File: src/core/rsp_pkg.sv
// What this block does
// - stack pointer is five bits, values zero through thirty-one
// - push increments then writes; pop reads top then decrements
// - every device reset forces the pointer to zero
// - software reads and overwrites the pointer through its register
// - thirty-one pushes with no pop set the full flag
// - full flag sticks until software clear or power-on reset only
// - reset-enable set: 31st push stores pc+2, sets full, resets device
// - reset-enable clear: pointer saturates at 31, entry 31 never overwritten
// - pop on empty stack returns zero, sets underflow, pointer stays zero
// - underflow flag sticks until software clear or power-on reset
// - underflow return of zero touches no other register but the underflow flag and its interrupt status bit
// - explicit push stores current pc as new top entry
// - explicit pop only decrements, exposing the previous entry
// - top entry readable and writable as upper, high, low bytes
// - pointer register: full bit 7, underflow bit 6, bit 5 zero, pointer 4-0
package rsp_pkg;

    // ****************************************
    // sizes
    // ****************************************
    localparam int unsigned RSP_PC_W     = 21;
    localparam int unsigned RSP_PTR_W    = 5;
    localparam int unsigned RSP_DEPTH    = 31;
    localparam int unsigned RSP_ADDR_W   = 14;
    localparam logic [4:0]  RSP_PTR_RST  = 5'h00;
    localparam logic [4:0]  RSP_PTR_NEAR = 5'h1e;  // next push is the 31st
    localparam logic [4:0]  RSP_PTR_MAX  = 5'h1f;
    localparam logic [20:0] RSP_PC_INC   = 21'h0_0002;
    localparam logic        RSP_ORE_RST  = 1'b1;

    // ****************************************
    // register indices; byte address is four times the index
    // ****************************************
    localparam logic [11:0] RSP_IDX_TOP_UP = 12'h0fff;
    localparam logic [11:0] RSP_IDX_TOP_HI = 12'h0ffe;
    localparam logic [11:0] RSP_IDX_TOP_LO = 12'h0ffd;
    localparam logic [11:0] RSP_IDX_PTR  = 12'h0ffc;
    localparam logic [11:0] RSP_IDX_CFG  = 12'h0000;
    localparam logic [11:0] RSP_IDX_IST  = 12'h0001;
    localparam logic [11:0] RSP_IDX_IMSK = 12'h0002;

    // ****************************************
    // field positions and reset values
    // ****************************************
    localparam int unsigned RSP_BIT_FULL  = 7;
    localparam int unsigned RSP_BIT_UNF   = 6;
    localparam int unsigned RSP_BIT_ORE   = 0;
    localparam int unsigned RSP_IRQ_FULL  = 0;
    localparam int unsigned RSP_IRQ_UNF   = 1;
    localparam logic [1:0]  RSP_IRQ_RST   = 2'h0;
    localparam logic [31:0] RSP_RDATA_RST = 32'h0000_0000;

    // request from the instruction sequencer
    typedef struct packed {
        logic                push;
        logic                pop;
        logic [RSP_PC_W-1:0] pc;
    } rsp_seq_req_s;

endpackage : rsp_pkg

File: src/core/rsp_stack_ctrl.sv
// Our own choice: the APB interface to the registers.
`timescale 1ns/1ns
`default_nettype none
module rsp_stack_ctrl (
    input  wire logic                 pclk,
    input  wire logic                 presetn,
    input  wire logic                 psel,
    input  wire logic                 penable,
    input  wire logic                 pwrite,
    input  wire logic [31:0]          paddr,
    input  wire logic [31:0]          pwdata,
    output var  logic                 pready_ff,
    output var  logic [31:0]          prdata_ff,
    output var  logic                 pslverr_ff,
    input  wire rsp_pkg::rsp_seq_req_s seq_req,
    input  wire logic                 dev_reset_req,
    output var  logic [rsp_pkg::RSP_PC_W-1:0] ret_pc_ff,
    output var  logic                 ret_valid_ff,
    output var  logic                 stack_reset_req_ff,
    output var  logic                 irq_ff
);
    import rsp_pkg::*;

    // ****************************************
    // state
    // ****************************************
    logic [RSP_PTR_W-1:0] ptr_ff;
    logic                 full_ff;
    logic                 unf_ff;
    logic                 ore_ff;
    logic [1:0]           ist_ff;
    logic [1:0]           imsk_ff;
    logic [RSP_PC_W-1:0]  mem_ff [1:RSP_DEPTH];
    logic [RSP_PC_W-1:0]  top_entry;
    logic [23:0]          top_pad;

    // ****************************************
    // decode helpers
    // ****************************************
    function automatic logic [13:0] byte_addr(input logic [11:0] idx);
        byte_addr = {idx, 2'b00};
    endfunction : byte_addr

    function automatic logic hit(input logic [31:0] a, input logic [11:0] idx);
        hit = (a == {18'h0_0000, byte_addr(idx)});
    endfunction : hit

    function automatic logic [7:0] lane(input logic [23:0] v, input logic [1:0] sel);
        lane = v[8*sel +: 8];
    endfunction : lane

    // apb phases: one wait state, then pready for a single cycle
    logic acc_start;
    logic acc_done;
    logic wr_done;
    logic mapped;
    assign acc_start = psel & penable & ~pready_ff;
    assign acc_done  = psel & penable & pready_ff;
    assign wr_done   = acc_done & pwrite;
    assign mapped    = hit(paddr, RSP_IDX_TOP_UP) | hit(paddr, RSP_IDX_TOP_HI)
                     | hit(paddr, RSP_IDX_TOP_LO) | hit(paddr, RSP_IDX_PTR)
                     | hit(paddr, RSP_IDX_CFG)  | hit(paddr, RSP_IDX_IST)
                     | hit(paddr, RSP_IDX_IMSK);

    logic wr_ptr;
    logic wr_top;
    assign wr_ptr = wr_done & hit(paddr, RSP_IDX_PTR);
    assign wr_top = wr_done & (hit(paddr, RSP_IDX_TOP_UP) | hit(paddr, RSP_IDX_TOP_HI)
                             | hit(paddr, RSP_IDX_TOP_LO));

    // sequencer requests; device reset blocks them, push beats pop
    logic hw_push;
    logic hw_pop;
    logic at_top;
    logic empty;
    assign hw_push = seq_req.push & ~dev_reset_req;
    assign hw_pop  = seq_req.pop & ~seq_req.push & ~dev_reset_req;
    assign at_top  = (ptr_ff >= RSP_PTR_NEAR);
    assign empty   = (ptr_ff == RSP_PTR_RST);

    // empty stack shows zero as its top entry
    assign top_entry = empty ? '0 : mem_ff[ptr_ff];
    assign top_pad   = 24'(top_entry);

    // ****************************************
    // pointer
    // ****************************************
    always_ff @(posedge pclk or negedge presetn) begin
        if (!presetn) begin
            ptr_ff <= RSP_PTR_RST;
        end else if (dev_reset_req) begin
            ptr_ff <= RSP_PTR_RST;
        end else if (hw_push) begin
            if (!at_top) begin
                ptr_ff <= ptr_ff + 5'h01;
            end else begin
                ptr_ff <= ore_ff ? RSP_PTR_RST : RSP_PTR_MAX;
            end
        end else if (hw_pop) begin
            ptr_ff <= empty ? RSP_PTR_RST : ptr_ff - 5'h01;
        end else if (wr_ptr) begin
            ptr_ff <= pwdata[RSP_PTR_W-1:0];
        end
    end

    // ****************************************
    // stack storage, no reset: contents are don't-care until pushed
    // ****************************************
    logic [23:0] top_merge;
    always_comb begin
        top_merge = top_pad;
        if (hit(paddr, RSP_IDX_TOP_UP)) begin
            top_merge[23:16] = pwdata[7:0];
        end else if (hit(paddr, RSP_IDX_TOP_HI)) begin
            top_merge[15:8] = pwdata[7:0];
        end else begin
            top_merge[7:0] = pwdata[7:0];
        end
    end

    always_ff @(posedge pclk) begin
        if (hw_push && ptr_ff != RSP_PTR_MAX) begin
            if (ptr_ff == RSP_PTR_NEAR && ore_ff) begin
                mem_ff[ptr_ff + 5'h01] <= seq_req.pc + RSP_PC_INC;
            end else begin
                mem_ff[ptr_ff + 5'h01] <= seq_req.pc;
            end
        end else if (wr_top && !hw_push && !hw_pop && !empty) begin
            mem_ff[ptr_ff] <= top_merge[RSP_PC_W-1:0];
        end
    end

    // ****************************************
    // sticky flags, power-on reset only; a set beats a clear
    // ****************************************
    logic set_full;
    logic set_unf;
    logic nxt_full;
    logic nxt_unf;
    assign set_full = hw_push & at_top;
    assign set_unf  = hw_pop & empty;
    assign nxt_full = set_full | (full_ff & ~(wr_ptr & ~pwdata[RSP_BIT_FULL]));
    assign nxt_unf  = set_unf | (unf_ff & ~(wr_ptr & ~pwdata[RSP_BIT_UNF]));

    always_ff @(posedge pclk or negedge presetn) begin
        if (!presetn) begin
            full_ff <= 1'b0;
            unf_ff  <= 1'b0;
        end else begin
            full_ff <= nxt_full;
            unf_ff  <= nxt_unf;
        end
    end

    // ****************************************
    // return value to the sequencer
    // ****************************************
    // underflow just hands back zero; no register besides the flag and its interrupt status bit moves
    always_ff @(posedge pclk or negedge presetn) begin
        if (!presetn) begin
            ret_pc_ff    <= '0;
            ret_valid_ff <= 1'b0;
        end else begin
            ret_valid_ff <= hw_pop;
            if (hw_pop) begin
                ret_pc_ff <= top_entry;
            end
        end
    end

    // overflow reset pulse to the reset controller
    always_ff @(posedge pclk or negedge presetn) begin
        if (!presetn) begin
            stack_reset_req_ff <= 1'b0;
        end else begin
            stack_reset_req_ff <= set_full & ore_ff;
        end
    end

    // ****************************************
    // configuration, interrupt status and mask
    // ****************************************
    always_ff @(posedge pclk or negedge presetn) begin
        if (!presetn) begin
            ore_ff <= RSP_ORE_RST;
        end else if (wr_done && hit(paddr, RSP_IDX_CFG)) begin
            ore_ff <= pwdata[RSP_BIT_ORE];
        end
    end

    logic [1:0] ist_set;
    logic [1:0] ist_clr;
    assign ist_set = {set_unf, set_full};
    assign ist_clr = (wr_done && hit(paddr, RSP_IDX_IST)) ? pwdata[1:0] : 2'h0;

    always_ff @(posedge pclk or negedge presetn) begin
        if (!presetn) begin
            ist_ff  <= RSP_IRQ_RST;
            imsk_ff <= RSP_IRQ_RST;
        end else begin
            ist_ff <= ist_set | (ist_ff & ~ist_clr);
            if (wr_done && hit(paddr, RSP_IDX_IMSK)) begin
                imsk_ff <= pwdata[1:0];
            end
        end
    end

    // one cycle behind the status bit, keeps the output a plain flop
    always_ff @(posedge pclk or negedge presetn) begin
        if (!presetn) begin
            irq_ff <= 1'b0;
        end else begin
            irq_ff <= |(ist_ff & imsk_ff);
        end
    end

    // ****************************************
    // apb slave
    // ****************************************
    logic [31:0] rd_mux;
    always_comb begin
        rd_mux = 32'h0000_0000;
        if (hit(paddr, RSP_IDX_PTR)) begin
            rd_mux[RSP_BIT_FULL]     = full_ff;
            rd_mux[RSP_BIT_UNF]      = unf_ff;
            rd_mux[RSP_PTR_W-1:0]    = ptr_ff;
        end else if (hit(paddr, RSP_IDX_TOP_UP)) begin
            rd_mux[7:0] = lane(top_pad, 2'd2);
        end else if (hit(paddr, RSP_IDX_TOP_HI)) begin
            rd_mux[7:0] = lane(top_pad, 2'd1);
        end else if (hit(paddr, RSP_IDX_TOP_LO)) begin
            rd_mux[7:0] = lane(top_pad, 2'd0);
        end else if (hit(paddr, RSP_IDX_CFG)) begin
            rd_mux[RSP_BIT_ORE] = ore_ff;
        end else if (hit(paddr, RSP_IDX_IST)) begin
            rd_mux[1:0] = ist_ff;
        end else if (hit(paddr, RSP_IDX_IMSK)) begin
            rd_mux[1:0] = imsk_ff;
        end
    end

    // read data is sampled in the wait cycle and held through pready
    always_ff @(posedge pclk or negedge presetn) begin
        if (!presetn) begin
            pready_ff  <= 1'b0;
            prdata_ff  <= RSP_RDATA_RST;
            pslverr_ff <= 1'b0;
        end else begin
            pready_ff <= acc_start;
            if (acc_start) begin
                prdata_ff  <= pwrite ? RSP_RDATA_RST : rd_mux;
                pslverr_ff <= ~mapped;
            end else begin
                pslverr_ff <= 1'b0;
            end
        end
    end
endmodule : rsp_stack_ctrl
`default_nettype wire

File: config.mk
export PLATFORM = sky130hd
export DESIGN_NAME = rsp_stack_ctrl
export DESIGN_NICKNAME = d
export VERILOG_FILES = /design/src/core/rsp_pkg.sv /design/src/core/rsp_stack_ctrl.sv
export SDC_FILE = /design/constraint.sdc
export NUM_CORES = 1
export LEC_CHECK = 0
export BUFFER_PORTS_ARGS = -buffer_cell sky130_fd_sc_hd__buf_2
export CORE_ASPECT_RATIO = 2
export CORE_MARGIN = 3
export CORE_UTILIZATION = 55
export DETAILED_ROUTE_END_ITERATION = 6
export PLACE_DENSITY = 0.77
export SLEW_MARGIN = 5
export SYNTH_ARGS = -nofsm -noshare
export SYNTH_HDL_FRONTEND = slang
export SYNTH_SLANG_ARGS = --single-unit
File: constraint.sdc
create_clock -name pclk -period 5.5 [get_ports pclk]
set_clock_uncertainty 0.2 [all_clocks]
set_input_delay 0.275 -clock pclk [delete_from_list [all_inputs] [get_ports pclk]]
set_output_delay 0.275 -clock pclk [all_outputs]
set_load 0.1 [all_outputs]
======== Word-level counts from Yosys, hierarchy flattened ========
Memories as Yosys holds them, arrays and structs flattened.
Cells that the tools add are included.
word-level totals
  bits in registers ....................... 70
  RAM bits ................................ 651
  input bits .............................. 93
  output and inout port bits .............. 58
  logic and storage cells ................. 118
  memories kept ........................... 1
operators by class
  add/sub/neg operators ................... 3
  order comparisons ....................... 1
  eq/ne operators ......................... 8
  muxes and demuxes ....................... 39
  bitwise gates (word level) .............. 37
  reduce and logical (&&, ||, !) cells .... 16
memory list
  memory  depth  width  read ports  clocked after memory_dff  wr ports  RTL line              source
  mem_ff  31     21     1           0                         1         rsp_stack_ctrl.sv:33  logic [RSP_PC_W-1:0] mem_ff [1:RSP_DEPTH];
operators with widths
  operator                                                            number
  32-bit by 14-bit == test with 1-bit output, second input constant   4
  21-bit 2-to-1 mux                                                   3
  5-bit 2-to-1 mux                                                    10
  8-bit 2-to-1 mux                                                    5
  32-bit by 3-bit == test with 1-bit output, second input constant    1
  32-bit by 4-bit == test with 1-bit output, second input constant    1
  32-bit logical NOT                                                  1
  21-bit by 2-bit adder with 21-bit output, second input constant     1
  21-bit OR reduction                                                 1
  1-bit bitwise AND                                                   16
  16-bit 2-to-1 mux                                                   1
  1-bit 2-to-1 mux                                                    14
  2-bit 2-to-1 mux                                                    5
  1-bit bitwise OR                                                    9
  1-bit logical AND                                                   8
  1-bit inverter                                                      8
  6-bit 2-to-1 mux                                                    1
  5-bit by 1-bit adder with 5-bit output, second input constant       1
  5-bit == test, second input constant                                1
  5-bit greater-or-equal comparator, second input constant            1
  5-bit logical NOT                                                   1
  5-bit != test, second input constant                                1
  5-bit by 1-bit subtractor with 5-bit output, second input constant  1
  2-bit bitwise AND                                                   2
  5 further kinds                                                     7

======== Logic depth before layout (Yosys ltp) ========
  depth in word-level cells ............... 12
  gate-level depth with buffers ........... 14
  depth with buffers taken out ............ 9

======== Worst setup path after synthesis ========
Ideal clock, no wire load.
  path kind ............................... reg-to-reg
  start ................................... reg ptr_ff[0]
  end ..................................... mem mem_ff[10][2] (data pin)
  library setup time ...................... 0.446 ns
  arrival ................................. 3.937 ns
  required time ........................... 4.854 ns
  setup slack ............................. 0.916 ns
  stages on the path, launching flop included .. 14
  clock period less this slack ............ 4.584 ns
  cell sequence ........................... dfrtp_1 > buf_6 > buf_6 > buf_6 > inv_1 > clkbuf_1 > ha_1 > nor4b_4 > nor4_1 > and4_1 > buf_2 > buf_2 > buf_1 > o21ai_0
between the ends
  longest elaborated chain between the ends .. 8
  elaborated cells on any way between the ends .. 20
RTL lines
  element                                                          RTL line               source
  start: declaration                                               rsp_stack_ctrl.sv:27   logic [RSP_PTR_W-1:0] ptr_ff;
  start signal: assignment                                         rsp_stack_ctrl.sv:95   ptr_ff <= ptr_ff + 5'h01;
  start signal: assignment                                         rsp_stack_ctrl.sv:97   ptr_ff <= ore_ff ? RSP_PTR_RST : RSP_PTR_MAX;
  start signal: assignment                                         rsp_stack_ctrl.sv:100  ptr_ff <= empty ? RSP_PTR_RST : ptr_ff - 5'h01;
  branches (longest 7 deep; another with memory read 31 x 21 bit)  --
  21-bit 2-to-1 mux (no source line) (*)                           --
  end: declaration                                                 rsp_stack_ctrl.sv:33
Every way passes the cells marked *.

======== Worst setup path after layout ========
  start ................................... reg ptr_ff[0]
  end ..................................... mem mem_ff[3][7] (enable)
between the ends
  longest elaborated chain between the ends .. 8
  elaborated cells on any way between the ends .. 21
RTL lines
  element                                                                       RTL line               source
  5-bit logical NOT                                                             rsp_stack_ctrl.sv:79   assign empty = (ptr_ff == RSP_PTR_RST);
  1-bit logical NOT                                                             rsp_stack_ctrl.sv:128  end else if (wr_top && !hw_push && !hw_pop && !empty) begin
  1-bit logical AND                                                             rsp_stack_ctrl.sv:128
  1-bit 2-to-1 mux                                                              rsp_stack_ctrl.sv:128
  1-bit 2-to-1 mux                                                              rsp_stack_ctrl.sv:122  if (hw_push && ptr_ff != RSP_PTR_MAX) begin
  1-bit 2-to-1 mux (not written as such)                                        rsp_stack_ctrl.sv:129  mem_ff[ptr_ff] <= top_merge[RSP_PC_W-1:0];
  21-bit OR reduction (no source line)                                          --
  5-bit 2-to-1 mux (no source line) / 1-bit 2-to-1 mux (equally long branches)  --
Several ways; a longest one is shown, not always the timed one.

==> results.md <==
- Hold_sp: paddr[9]
- Compound-cell area share of the yosys netlist: 0.05049
- Worst R2R Path Depth: 9
- Worst-path fanout max: 20
- Core Area: 51,820 sq um
- Adder-cell share of the synthesized area: 0.002165
- DRT Wirelength: 76.52 mm
- Startpoint type of the worst setup path: flop
- Clock transition at path regs: 0.07 ns
- Avg Cell Area, Syn: 17.88 sq um
- Most used flip-flop cell after synthesis: edfxtp_1
- Critical-path top delay cell: a21oi_2
- Crit path largest cell delay: 0.75 ns
- Crit path buf inv count: 2
- Worst setup path endpoint: mem_ff[3][7]
- Flop2flop setup slack: 1.14 ns
- Slew Limit Headroom: 0.2032
- Setup TNS Final: 0 ns
- Worst EP required: 5.59 ns
- TritonCTS clock tree: done
- Vias in the first global route: 16,961
- I/O pins: 151
- CTS Buffer Depth: 3
- Root Driver: clkbuf_16
- DR top layer: met4
- Top cell type's share of synthesized area: 0.6765
- Metal-1 WL: 25.13 mm
- Number of synthesized flops with an enable pin: 651
- Initial antenna violation count: 1
- Nets: 1,887
- Initial Utilization: 0.5576
- Post-synthesis register bit count: 697
- Tot GR Track Use: 0.2777
- Final GP Congestion: 0.9609
- Final Critical Period: 4.364 ns
- HP Class: primary input to flop
- Metal2 WL: 40.19 mm
- Post-DR wirelength/cell: 30.69 um
- Commonest cells after routing, fill and taps aside: edfxtp_1, mux4_2, nand2_1
- Dpl hpwl: 49.41 mm
- Synth Area in XOR/XNOR: 0.006972
- Via-to-Cell Ratio: 6.516
- Metal3 WL: 5.220 mm
- Final Hold Viols: 0
- Area grow syn2layout: 12.16%
- Worst reg2reg path startpoint: ptr_ff[0]
- Mux share of post-synthesis cell area: 0.1479
- Share of layout cells above drive strength 1: 0.2697
- Remaining DRCs: 0
- Pre-Repair DR Iteration Count: 6
- Clk_lat worst skew: 0.61 ns
- WP data arrival: 4.46 ns
- Seq/Total Area, Yosys: 0.7164
- Max cap viols: 0
- Gr ovfl total: 0
- Worst vdd ir: 273.5 uV
- Die Ht: 330.2 um
- Commonest non-fill, non-tap cell in the layout: edfxtp_1
- Endpoints failing setup: 0
- Yosys top cell by area: edfxtp_1
- Starting DRT DRC Count: 1,720
- R2r endpoint: mem_ff[3][7]
- Pin count of the biggest net entering global routing: 107
- Final worst path period share: 0.7935
- Warnings, synthesis: 0
- Simple-Gate Fraction of Synth Area: 0.05084
- Rows: 118
- Largest family of logic cells by synthesized area: multiplexers
- Top delay family on crit path: simple AND/OR/NAND/NOR gates
- Final ANT Viol Nets: 0
- Crit. path cell count: 9
- DIE AREA: 55,490 sq um
- Crit path kind: flop to flop
- Tot Pwr: 11.05 mW
- Crit. End Element: flop
- Worst-Margin Slew: 1.195 ns
- Inserted Clock Buffers: 54
- TritonCTS Sinks: 697
- Unrepaired setup endpoints after global routing: false
- F_max: 0.2291 GHz
- Max-slew violation count: 0
- Die Span X: 168.1 um
- Power per standard cell area: 340.9 nW/um^2
- Synthesized cell area: 28,900 sq um
- H-tree depth: 2
- Crit path cell chain: inv_1, ha_1, nor4b_4, nor4_1, nand4_1, nor3_1, o21ai_0, a21oi_2, buf_4
- Synth cell types: 75
- Leakage: 10.64 nW
- Area contributors post-synth: edfxtp_1, mux4_2, dfrtp_1
- Status: finished, final reports clean
- CP Launch Point: ptr_ff[0]
- Via count: 16,244
- Post-synthesis cell count: 1,616
- # fillers: 3,513
- Ys async rst share: 0.06600
- IO buf count: 102
- First-pass GRT wire length: 112.0 mm
## metrics by stage
step / hold slack (ns) / area, sq um / worst slack, ns / utilization / std cells
final: 0.03062 / 32410 / 1.136 / 0.6254 / 2493
after CTS: 0.01591 / 32390 / 1.007 / 0.6250 / 2492
after global placement: 0.2583 / 30520 / 1.325 / 0.5889 / 2378
after global routing: 0.04072 / 32410 / 0.8179 / 0.6254 / 2493
after floorplan: -0.2206 / 28980 / 0.9165 / - / 1639
after detailed placement: 0.2598 / 30520 / 1.123 / 0.5889 / 2378
## sequential cells by signal, summed over array words and instances, names as in the netlist, 2 cells and up
register,cells
ret_pc_ff,21
imsk_ff,2
mem_ff,651
ist_ff,2
prdata_ff,8
ptr_ff,5
## where the power goes
part / switching (mW) / leakage (nW) / internal, mW / total, mW
clock: 1.81 / 0.840 / 2.04 / 3.85
combinational: 0.914 / 3.34 / 0.350 / 1.26
sequential: 0.0514 / 6.45 / 5.88 / 5.93
total: 2.78 / 10.6 / 8.27 / 11.0
## cell type report
type | instances | area, sq um | area share
Inverter | 17 | 63.81 | 0.001969
Timing Repair Buffer | 201 | 1329 | 0.04100
Multi-Input combinational cell | 818 | 7752 | 0.2392
Sequential cell | 697 | 20710 | 0.6391
Clock buffer | 66 | 1418 | 0.04374
Tap cell | 660 | 825.8 | 0.02548
Antenna cell | 1 | 2.502 | 0.00007721
Clock inverter | 33 | 304.0 | 0.009382
## synth_stat cells, types with 4 or more instances
master,instances
nand2b_1,5
clkbuf_1,20
o2111ai_1,5
dfrtp_1,45
mux2_2,20
a221oi_1,4
a211o_1,12
buf_2,33
nand3_1,26
or3_1,7
o21ai_0,40
inv_1,16
edfxtp_1,651
buf_4,36
xor2_1,10
mux2i_1,76
buf_6,11
o22ai_1,8
buf_1,7
mux4_2,146
and3_1,13
a22oi_1,19
o21ai_1,7
o22a_1,4
ha_1,5
nor3_1,18
nand4_1,14
nor4_1,13
and4_1,4
o211ai_1,8
and2_0,5
a21oi_1,71
a211oi_1,7
nor2b_1,6
xnor2_1,13
a31oi_1,6
nor2_1,57
nand2_1,113
nor4b_1,4
## cells by family (layout without fill, tap and decap cells)
group,after synthesis,in the layout
flops,697,697
buf+inv,124,317
compound gates,225,225
mux,242,242
simple gates,299,299
other cells,1,25
xor+xnor,23,23
fa+ha+maj,5,5
## timing repair
action / 4_1_cts / 5_1_grt
buffers inserted: 0 / 0
hold buffers: 15 / 0
endpoints found under the hold margin: 61 / 0
resized for setup: 0 / 0
## per-layer routing
metal,up-vias,track usage
met5,-,0
met4,0,0.1835
met2,881,0.4866
met1,8292,0.3213
li1,6813,-
met3,258,0.03281
## worst min-delay path: stages
cell and delay, ns:
buf_2 0.09, nor4_1 0.04, nand3_1 0.09, nor3_1 0.13
nand3_1 0.13, mux2i_1 0.07
## worst min-delay path by stage
stage,end,slack (ns),cells after the start
after floorplan,full_ff,-0.22,0
after global placement,ret_pc_ff[16],0.26,2
after detailed placement,prdata_ff[7],0.26,2
after CTS,ore_ff,0.02,6
after global routing,ore_ff,0.04,4
final,ore_ff,0.03,6
(Power assumes the default switching activity.)
